<file path="config.mk">
export PLATFORM = sky130hd
export DESIGN_NAME = epus_top
export DESIGN_NICKNAME = d
export VERILOG_FILES = /design/src/epus_pkg.sv /design/src/epus_top.sv /design/src/epus_sync.sv
export SDC_FILE = /design/constraint.sdc
export NUM_CORES = 1
export LEC_CHECK = 0
export ABC_AREA = 0
export BUFFER_PORTS_ARGS = -buffer_cell sky130_fd_sc_hd__buf_2
export CAP_MARGIN = 20
export CORE_ASPECT_RATIO = 1.25
export CORE_MARGIN = 3
export CORE_UTILIZATION = 45
export CTS_CLUSTER_DIAMETER = 50
export DETAILED_ROUTE_END_ITERATION = 8
export HOLD_SLACK_MARGIN = 0.15
export PLACE_DENSITY = 0.66
export SLEW_MARGIN = 30
export SYNTH_ARGS = -nofsm -noshare
export SYNTH_HDL_FRONTEND = slang
export SYNTH_HIERARCHICAL = 1
export SYNTH_SLANG_ARGS = --single-unit
</file>
<file path="constraint.sdc">
create_clock -name MCLK_IN -period 2.25 [get_ports MCLK_IN]
set_input_delay 0.45 -clock MCLK_IN [delete_from_list [all_inputs] [get_ports MCLK_IN]]
set_output_delay 0.45 -clock MCLK_IN [all_outputs]
set_load 0.005 [all_outputs]
</file>
<file path="src/epus_pkg.sv">
// package: constants and carriers for the eeprom power-up state logic
// ----------------------------------------------------------------------
// Behaviour
// - after power-up the device sits in standby until the host selects it
// - starts deselected; needs a select falling edge before any instruction
// - never starts paused in hold, whatever hold did before
// - power-up clears the write enable latch to 0
// - power-up clears the write cycle busy flag to 0
// - lock and both protect bits keep their values across power cycles
// - factory state: every array byte reads as all ones
// - factory state: lock and both protect bits are 0
// - busy flag clears to 0 when the self-timed write ends
// - lock at 0 lets status writes through whenever latch is set, the device is selected and no write is busy
// ----------------------------------------------------------------------
package epus_pkg;
  localparam int CLK_HZ = 10_000_000;
  // write time in microseconds, longest
  localparam int WRITE_TIME_US = 5000;
  localparam int WRITE_CYCLES = (WRITE_TIME_US * (CLK_HZ / 1_000_000));
  localparam logic [7:0] ERASED_BYTE = 8'hff;
  localparam logic FACTORY_LOCK = 1'b0;
  localparam logic [1:0] FACTORY_PROTECT = 2'h0;
  // status byte field positions
  localparam int STAT_BUSY = 0;
  localparam int STAT_LATCH = 1;
  localparam int STAT_PROT_LO = 2;
  localparam int STAT_PROT_HI = 3;
  localparam int STAT_LOCK = 7;

  typedef struct packed {
    logic status_write_lock;
    logic block_protect_hi;
    logic block_protect_lo;
  } epus_nv_s;

  typedef enum logic [1:0] {
    EPUS_STANDBY,
    EPUS_ACTIVE,
    EPUS_WRITING
  } epus_mode_e;
endpackage

</file>
<file path="src/epus_top.sv">
// top: power-up and delivery state of the serial eeprom control logic
`timescale 1ns/1ns
module epus_top #(
  parameter int WRITE_CYCLES = epus_pkg::WRITE_CYCLES
) (
  input wire logic MCLK_IN, // 10 MHz clock
  input wire logic RESET_N_IN, // power-up reset, active low
  input wire logic CHIP_SEL_N_IN, // select pin, active low
  input wire logic HOLD_N_IN, // hold pin, active low
  input wire logic WRITE_PROT_N_IN, // write protect pin, active low
  input wire logic FACTORY_INIT_IN, // pulse: load factory state
  input wire logic SET_LATCH_IN, // pulse: write enable decoded
  input wire logic CLR_LATCH_IN, // pulse: write disable decoded
  input wire logic WRITE_REQ_IN, // level: write instruction armed
  input wire logic STATUS_WR_IN, // pulse: status write decoded
  input wire epus_pkg::epus_nv_s STATUS_DATA_IN, // new nv bits
  input wire logic [15:0] ARRAY_ADDR_IN, // read address
  output logic [7:0] ARRAY_DATA_OUT, // read data
  output logic [7:0] STATUS_OUT, // status byte
  output logic STANDBY_OUT, // low-power standby
  output logic SELECTED_OUT, // instructions accepted
  output logic HOLD_ACTIVE_OUT, // paused in hold
  output logic STATUS_WR_OK_OUT // status write allowed
);
  // ----------------------------------------------------------------
  // pin synchronisers
  // ----------------------------------------------------------------
  logic cs_n;
  logic hold_n;
  logic wp_n;

  // select path starts low: a select held through reset makes no fall,
  // and the false rise it gives after reset is ignored in standby
  epus_sync #(
    .INIT(1'b0)
  ) u_cs (
    .clk_in(MCLK_IN),
    .rst_n_in(RESET_N_IN),
    .pin_in(CHIP_SEL_N_IN),
    .level_out(cs_n)
  );
  epus_sync #(
    .INIT(1'b1)
  ) u_hold (
    .clk_in(MCLK_IN),
    .rst_n_in(RESET_N_IN),
    .pin_in(HOLD_N_IN),
    .level_out(hold_n)
  );
  epus_sync #(
    .INIT(1'b1)
  ) u_wp (
    .clk_in(MCLK_IN),
    .rst_n_in(RESET_N_IN),
    .pin_in(WRITE_PROT_N_IN),
    .level_out(wp_n)
  );

  // ----------------------------------------------------------------
  // state
  // ----------------------------------------------------------------
  epus_pkg::epus_mode_e mode;
  epus_pkg::epus_mode_e next_mode;
  logic cs_n_d;
  logic armed;
  logic next_armed;
  logic latch;
  logic next_latch;
  logic busy;
  logic next_busy;
  logic hold;
  logic next_hold;
  logic [31:0] wcount;
  logic [31:0] next_wcount;
  // nv bits model non-volatile cells: reset never touches them
  epus_pkg::epus_nv_s nv;
  epus_pkg::epus_nv_s next_nv;
  logic wr_ok;

  wire cs_fall = cs_n_d & ~cs_n;
  wire cs_rise = ~cs_n_d & cs_n;

  // lock clear means the protect pin is ignored
  assign wr_ok = latch & (~nv.status_write_lock | wp_n);

  // select, write and hold sequencing
  always_comb begin
    next_mode = mode;
    next_armed = armed;
    next_latch = latch;
    next_busy = busy;
    next_hold = hold;
    next_wcount = wcount;
    if (cs_n) begin
      next_armed = 1'b0;
    end else if (cs_fall) begin
      next_armed = 1'b1;
    end
    if (armed && !cs_n) begin
      next_hold = ~hold_n;
    end else if (cs_n) begin
      next_hold = 1'b0;
    end
    if (SET_LATCH_IN && armed && !busy) begin
      next_latch = 1'b1;
    end else if (CLR_LATCH_IN && armed && !busy) begin
      next_latch = 1'b0;
    end
    case (mode)
      epus_pkg::EPUS_STANDBY: begin
        if (cs_fall) begin
          next_mode = epus_pkg::EPUS_ACTIVE;
        end
      end
      epus_pkg::EPUS_ACTIVE: begin
        if (cs_rise) begin
          if (WRITE_REQ_IN && latch) begin
            next_mode = epus_pkg::EPUS_WRITING;
            next_busy = 1'b1;
            next_wcount = 32'h0;
          end else begin
            next_mode = epus_pkg::EPUS_STANDBY;
          end
        end
      end
      epus_pkg::EPUS_WRITING: begin
        next_wcount = wcount + 32'h1;
        if (wcount >= WRITE_CYCLES - 1) begin
          next_busy = 1'b0;
          next_latch = 1'b0;
          next_mode = cs_n ? epus_pkg::EPUS_STANDBY
                           : epus_pkg::EPUS_ACTIVE;
        end
      end
      default: begin
        next_mode = epus_pkg::EPUS_STANDBY;
      end
    endcase
  end

  // power-up state; a select already low is not a falling edge
  always_ff @(posedge MCLK_IN or negedge RESET_N_IN) begin
    if (!RESET_N_IN) begin
      mode <= epus_pkg::EPUS_STANDBY;
      cs_n_d <= 1'b0; // matches the select sync start
      armed <= 1'b0;
      hold <= 1'b0;
      latch <= 1'b0;
      busy <= 1'b0;
      wcount <= 32'h0;
    end else begin
      mode <= next_mode;
      cs_n_d <= cs_n;
      armed <= next_armed;
      hold <= next_hold;
      latch <= next_latch;
      busy <= next_busy;
      wcount <= next_wcount;
    end
  end

  // ----------------------------------------------------------------
  // non-volatile bits
  // ----------------------------------------------------------------
  // factory load wins over a status write in the same cycle
  always_comb begin
    next_nv = nv;
    if (FACTORY_INIT_IN) begin
      next_nv = {epus_pkg::FACTORY_LOCK, epus_pkg::FACTORY_PROTECT};
    end else if (STATUS_WR_IN && wr_ok && armed && !busy) begin
      next_nv = STATUS_DATA_IN;
    end
  end

  // no reset branch: values persist across power cycles
  always_ff @(posedge MCLK_IN) begin
    nv <= next_nv;
  end

  // ----------------------------------------------------------------
  // array contents: delivery state only, programming lives elsewhere
  // ----------------------------------------------------------------
  always_ff @(posedge MCLK_IN or negedge RESET_N_IN) begin
    if (!RESET_N_IN) begin
      ARRAY_DATA_OUT <= epus_pkg::ERASED_BYTE;
    end else begin
      ARRAY_DATA_OUT <= epus_pkg::ERASED_BYTE;
    end
  end

  // ----------------------------------------------------------------
  // outputs
  // ----------------------------------------------------------------
  logic [7:0] status_byte;

  // status byte assembly; unused positions read as zero
  always_comb begin
    status_byte = 8'h00;
    status_byte[epus_pkg::STAT_BUSY] = busy;
    status_byte[epus_pkg::STAT_LATCH] = latch;
    status_byte[epus_pkg::STAT_PROT_LO] = nv.block_protect_lo;
    status_byte[epus_pkg::STAT_PROT_HI] = nv.block_protect_hi;
    status_byte[epus_pkg::STAT_LOCK] = nv.status_write_lock;
  end

  always_ff @(posedge MCLK_IN or negedge RESET_N_IN) begin
    if (!RESET_N_IN) begin
      STATUS_OUT <= 8'h00;
      STANDBY_OUT <= 1'b1;
      SELECTED_OUT <= 1'b0;
      HOLD_ACTIVE_OUT <= 1'b0;
      STATUS_WR_OK_OUT <= 1'b0;
    end else begin
      STATUS_OUT <= status_byte;
      STANDBY_OUT <= (mode == epus_pkg::EPUS_STANDBY);
      SELECTED_OUT <= armed;
      HOLD_ACTIVE_OUT <= hold;
      STATUS_WR_OK_OUT <= wr_ok;
    end
  end
endmodule

</file>
<file path="src/epus_sync.sv">
// three-stage input synchroniser with agreement filter
`timescale 1ns/1ns
module epus_sync #(
  parameter logic INIT = 1'b1
) (
  input wire logic clk_in, // system clock
  input wire logic rst_n_in, // async reset, active low
  input wire logic pin_in, // asynchronous pin
  output logic level_out // filtered level
);
  logic s1;
  logic s2;
  logic s3;
  logic next_level;

  // level moves only once stages two and three agree
  always_comb begin
    next_level = level_out;
    if (s2 == s3) begin
      next_level = s3;
    end
  end

  // start value is per instance, so the owner picks what reset looks like
  always_ff @(posedge clk_in or negedge rst_n_in) begin
    if (!rst_n_in) begin
      s1 <= INIT;
      s2 <= INIT;
      s3 <= INIT;
      level_out <= INIT;
    end else begin
      s1 <= pin_in;
      s2 <= s1;
      s3 <= s2;
      level_out <= next_level;
    end
  end
endmodule

</file>
==> results.yml, run 1 <==
hold_path:
  hp-class: "input pin to flop"
synth:
  avgSynthCellArea_um2: 10.6
  yosys.area_share.simple_pct: 23.7
  synth-xor-area-share_pct: 6.20
  yosysSeqAreaShare_pct: 55.7
  synth_top_area_share_pct: 45.2
  synth_flop_cell: "dfrtp_1"
  synth.distinct_cells: 44
  synth.mux.area_fraction_pct: 1.42
  synthCells: 267
  synth_seq_cells: 63
  synth_adder_area_share_pct: 1.64
  syn-cell-area_mm2: 0.00282
  ys_async_sr_fraction_pct: 95.2
  synth_top_family_by_area: "simple AND/OR/NAND/NOR gates"
  synth_top_cell_by_area: "dfrtp_1"
  yosys_warnings: 6
  synth_top_cells_by_area: "dfrtp_1 (45%), dfstp_2 (8.4%), nor2_1 (4.8%), xor2_1 (3.7%), nand4_1 (3.1%)"
  synth_compound_area_share_pct: 6.03
  synth_edf_count: 0
setup_path:
  end_kind: "flop"
  cp.arrival_ns: 2.36
  worst_path_largest_cell_delay_ns: 0.52
  cp_max_fo: 10
  cp_cell_sequence: "nand4b_4 -> o21a_4 -> or3_4 -> or4_1 -> a21oi_1"
  crit_required_ns: 2.53
  cp-start-kind: "flop"
  crit_type: "flop to flop"
  crit_slowest_cell: "or4_1"
floorplan:
  core_area_mm2: 0.00593
  fp.dieArea_mm2: 0.00727
  start_util_pct: 47.6
  die_h_um: 94.6
  die_x_um: 76.9
  num_rows: 31
  boundaryPins: 49
global_routing:
  grt_max_degree: 32
  antenna_found_initial: 0
  grt_pass1_wl_mm: 9.25
  track_usage_pct: 16.5
  grt_pass1_vias: 2014
  grt-ovfl-total: 0
timing:
  rsz0062_at_grt: "false"
  final-setup-viol-count: 0
  worst_slack_ns: 0.171
  hold_violations: 0
  post-route-min-period_ns: 2.08
  slew_headroom_pct: 56.1
  fmax_mhz: 481
  setup_tns_ns: 0
  worstMarginPinSlew_ns: 0.658
  clock_skew_ns: 0.00491
  timing.final.crit_share_pct: 92.4
  finalMaxSlewViolations: 0
clock_tree:
  cts_tree: "built"
  cts_resized: 0
  clk_pin_slew_ns: 0.08
  clk_latency_ns: 0.35
  htreeDepth: 3
  cts_buffer_depth: 2
  cts_sinks: 63
  root_buffer: "clkbuf_8"
  cts_buffers: 9
placement:
  dp_cells: 370
  place_congestion: 0.781
  dp_hpwl_mm: 3.49
  dp_slack_ns: 0.0945
  numPortBuffers: 21
power:
  swShare_pct: 29.4
  comb_power_share_pct: 14.3
  clockPowerShare_pct: 34.5
  pwr-share-seq_pct: 51.2
  intPower_uw: 2060
  switchingPower_uw: 858
  p_leak_uw: 0.00147
  power.density_mw_per_mm2: 894
  peakVddDrop_mv: 0.368
run_status:
  outcome: "completed"
drt:
  drc: 0
  first_pass_iters: 4
  drt_iter0_markers: 111
  drt-wirelength-per-cell_um: 13.2
  dr_total_vias: 1974
  detail-route-antenna-nets: 0
  drt-total-wl_mm: 5.13
  via_per_inst: 5.07
finish:
  drive_gt1_share_pct: 22.1
  areaGrowthSynthToFinish_pct: 15.4
  finalNetCount: 332
  instances_no_fill: 389
  diodes: 0
flow_run:
  maxCapViolations: 0
Yosys cell counts, types with 2 or more instances:
cell type / number
nor2_1: 36
buf_4: 11
xor2_1: 12
and3_1: 3
a21oi_1: 9
clkbuf_1: 5
and4_1: 2
nor4_1: 11
o31ai_1: 4
or2_2: 2
or3_1: 4
dfstp_2: 9
xnor2_1: 8
or4_1: 4
inv_1: 7
conb_1: 2
o21ai_0: 9
mux2i_1: 4
nand4_1: 14
dfrtp_1: 51
dfxtp_1: 3
and2b_1: 2
maj3_2: 3
nand4b_1: 2
nand2_1: 16
nand2b_1: 3
nand3_1: 14
state kept, by name, summed over array words and instances, names as in the netlist, 2 cells and up:
signal      cells
wcount         32
STATUS_OUT      5
nv              3
mode            2
power by group through the flow:
| stage | Sequential, µW | Clock [µW] | Combinational [µW] |
|---|---|---|---|
| after floorplan | 1480 | 0 | 287 |
| after global placement | 1500 | 0 | 412 |
| after detailed placement | 1510 | 0 | 428 |
| after CTS | 1490 | 1040 | 429 |
| after global routing | 1530 | 1090 | 484 |
| final | 1490 | 1010 | 417 |
cells in the final DEF (no fill, tap or decap), drive strengths merged, types with 2 or more instances in the layout:
master    Yosys  final
nand2b        3      3
dfxtp         3      3
nand2        16     16
maj3          3      3
inv           7      9
and4          2      2
dfstp         9      9
nand4b        3      3
nor2         36     36
clkbuf        6      9
buf          12     32
mux2i         4      4
nand3        14     14
conb          2     11
or4           4      4
a21oi         9      9
and3          4      4
xnor2         8      8
clkinvlp      0      3
and2b         2      2
xor2         12     12
nand4        14     14
o21ai        10     10
dfrtp        51     51
nor4         11     11
or3           6      6
o31ai         4      4
or2           2      2
final cells by class:
class,count,area (µm²)
clock buffers,9,124
clock inverters,7,81.3
fillers,532,2680
inverters,7,26.3
multi-input cells,188,1140
flip-flops and latches,63,1570
well taps,82,103
repair buffers,33,210
metrics by stage:
stage	total power, µW	util (%)	hold slack, ns	area [µm²]
after global routing	3100	54.9	0.167	3260
after CTS	2960	54.6	0.169	3240
after global placement	1920	51.0	0.335	3030
after floorplan	1770	-	0.154	2860
final	2910	54.9	0.190	3260
after detailed placement	1940	51.0	0.338	3030
critical path, delay by kind of cell (launching register included):
family / cells / cell delay [ns]
and+or+nand+nor: 3 / 1.18
DFF: 1 / 0.43
AOI/OAI and AO/OA: 2 / 0.40
metal layers:
layer	GRT usage, %	up-vias	share of wire (%)
met3	4.01	10	4.0
met1	19.5	940	42
met4	9.67	0	2.5
met5	0	-	0
li1	-	988	-
met2	27.4	36	51
final timing paths:
kind | from | endpoint | slack (ns) | depth (start not counted)
max | mode[1] | wcount[31] | 0.17 | 5
min | HOLD_N_IN | u_hold/s1 | 0.19 | 1
max reg2reg | mode[1] | wcount[31] | 0.17 | 5
min reg2reg | nv[0] | STATUS_OUT[2] | 0.35 | 0
max in group asynchronous | RESET_N_IN | wcount[7] | 0.99 | 3
min in group asynchronous | RESET_N_IN | hold | 0.67 | 2
logic make-up (layout without fill, tap and decap cells):
kind of cell    count (synthesis)  count (layout)
simple gates                  121             121
flops                          63              63
compound gates                 28              28
buf+inv                        25              56
xor+xnor                       20              20
fa+ha+maj                       4               4
mux                             4               4
other cells                     2              11
repair_timing:
item                                   CTS  global route
endpoints found under the hold margin   20             0
setup endpoints to repair                0             1
hold buffers                             1             0
setup buffers                            0             2
Power figures use the tool's default switching activity.
==> inputs of run 2 (changes only) <==
--- a/config.mk
+++ b/config.mk
@@ -8,7 +8,6 @@
 export ABC_AREA = 0
 export BUFFER_PORTS_ARGS = -buffer_cell sky130_fd_sc_hd__buf_2
 export CAP_MARGIN = 20
-export CORE_ASPECT_RATIO = 1.25
 export CORE_MARGIN = 3
 export CORE_UTILIZATION = 45
 export CTS_CLUSTER_DIAMETER = 50
==> results.yml, run 2 (synthesized netlist as in run 1, its figures left out) <==
floorplan:
  core_area_mm2: 0.00599
  die_h_um: 85.2
  fp.dieArea_mm2: 0.00726
  num_rows: 28
  start_util_pct: 47.1
  boundaryPins: 49
  die_x_um: 85.2
finish:
  drive_gt1_share_pct: 21.3
  fill_cells: 541
  largest_reg_flops: 32
  most-common-layout-cells: "dfrtp_1 (51), nor2_1 (36), buf_2 (21)"
  areaGrowthSynthToFinish_pct: 13.4
  diodes: 0
  top_regs: "wcount (32), STATUS_OUT (5), nv (3)"
  largest_register: "wcount"
  final_common_cell: "dfrtp_1"
  finalNetCount: 330
placement:
  numPortBuffers: 21
  dp_hpwl_mm: 3.48
  place_congestion: 0.776
  dp_slack_ns: 0.120
drt:
  wl_met3_um: 186
  drt_iter0_markers: 79
  first_pass_iters: 4
  dr_wl_met2_mm: 2.39
  detail-route-antenna-nets: 0
  drc: 0
  dr_total_vias: 1975
  drt-total-wl_mm: 5.08
  dr.max_layer_used: "met4"
  m1WireLength_mm: 2.35
  via_per_inst: 5.20
  drt-wirelength-per-cell_um: 13.4
clock_tree:
  cts_buffers: 9
  cts_resized: 0
  clk_latency_ns: 0.34
  cts_sinks: 63
  cts_tree: "built"
  cts_buffer_depth: 2
  postCtsSetupBuffers: 0
  root_buffer: "clkbuf_8"
  htreeDepth: 3
  clk_pin_slew_ns: 0.07
global_routing:
  grt_pass1_wl_mm: 8.83
  grt_pass1_vias: 1979
  track_usage_pct: 15.6
  grt-ovfl-total: 0
  grt_max_degree: 24
  antenna_found_initial: 0
setup_path:
  cp_max_fo: 10
  r2r_end: "wcount[29]"
  crit_required_ns: 2.52
  r2r_cells: 5
  cp.arrival_ns: 2.34
  crit_type: "flop to flop"
  cp-start-kind: "flop"
  setup.worst_path.start: "cs_n_d"
  rr_startpoint: "cs_n_d"
  r2r_slack_ns: 0.18
  cp-endpoint: "wcount[29]"
  end_kind: "flop"
power:
  intPower_uw: 1990
  switchingPower_uw: 818
  clockPowerShare_pct: 31.9
  comb_power_share_pct: 14.7
  p_leak_uw: 0.00145
  swShare_pct: 29.1
  peakVddDrop_mv: 0.398
  power.density_mw_per_mm2: 877
  pwr-share-seq_pct: 53.3
run_status:
  outcome: "completed"
timing:
  setup_tns_ns: 0
  worst_slack_ns: 0.177
  hold_violations: 0
  timing.final.crit_share_pct: 92.1
  clock_skew_ns: 0.0104
  fmax_mhz: 482
  final-setup-viol-count: 0
  post-route-min-period_ns: 2.07
  finalMaxSlewViolations: 0
  rsz0062_at_grt: "false"
hold_path:
  hp-class: "input pin to flop"
flow_run:
  maxCapViolations: 0
## run 2: cell types whose count changed in the layout (fill, tap and decap cells not counted)
cell and change:
inv_8 -1, buf_12 -1, clkinvlp_4 -2, bufinv_16 -1
inv_6 -1, clkbuf_8 +2, clkinv_4 +1, clkinv_2 +1
buf_4 -1, clkbuf_1 +1
## run 2: worst min path at each step
| stage | start | end | depth (start not counted) |
|---|---|---|---|
| 2_1_floorplan | RESET_N_IN | HOLD_ACTIVE_OUT | 0 |
| 3_3_place_gp | u_cs/s1 | u_cs/s2 | 0 |
| 3_5_place_dp | u_cs/s1 | u_cs/s2 | 0 |
| 4_1_cts | HOLD_N_IN | u_hold/s1 | 1 |
| 5_1_grt | HOLD_N_IN | u_hold/s1 | 1 |
| 6_report | HOLD_N_IN | u_hold/s1 | 1 |
## run 2: layout make-up
type                            instances  area [µm²]  area share [%]
Timing Repair Buffer                   31         183            5.71
Tap cell                               75        93.8            2.93
Clock inverter                          4        30.0           0.938
Sequential cell                        63        1570            49.1
Multi-Input combinational cell        188        1140            35.6
Clock buffer                           12         155            4.85
Inverter                                7        26.3           0.821
## run 2: timing repair
action                                 4_1_cts  5_1_grt
setup endpoints to repair                    0        0
endpoints found under the hold margin       15        0
hold buffers                                 1        0
## run 2: per-layer routing
metal | track usage [%] | vias up
met3 | 3.20 | 14
met4 | 10.9 | 0
li1 | - | 987
met2 | 24.4 | 34
met5 | 0 | -
met1 | 19.3 | 940
## run 2: worst max-delay path, stage by stage (launching register included)
cell      delay, ns
dfrtp_1        0.38
nand2b_1       0.22
o21a_4         0.27
or3_4          0.45
or4_1          0.51
a21oi_1        0.15
## run 2: power groups by stage
stage               combinational (µW)  clock [µW]  sequential [µW]
CTS                                425         924             1500
floorplan                          287           0             1480
global placement                   407           0             1510
global route                       480         970             1520
finish                             413         897             1500
detailed placement                 422           0             1520
## run 2: through the flow
stage	utilization, %	instances	hold slack [ns]	cell area [µm²]	total power (µW)
global route	53.4	380	0.177	3200	2970
global placement	50.2	363	0.335	3010	1910
CTS	53.4	380	0.182	3200	2850
floorplan	-	276	0.154	2860	1770
detailed placement	50.2	363	0.337	3010	1940
finish	53.4	380	0.198	3200	2810
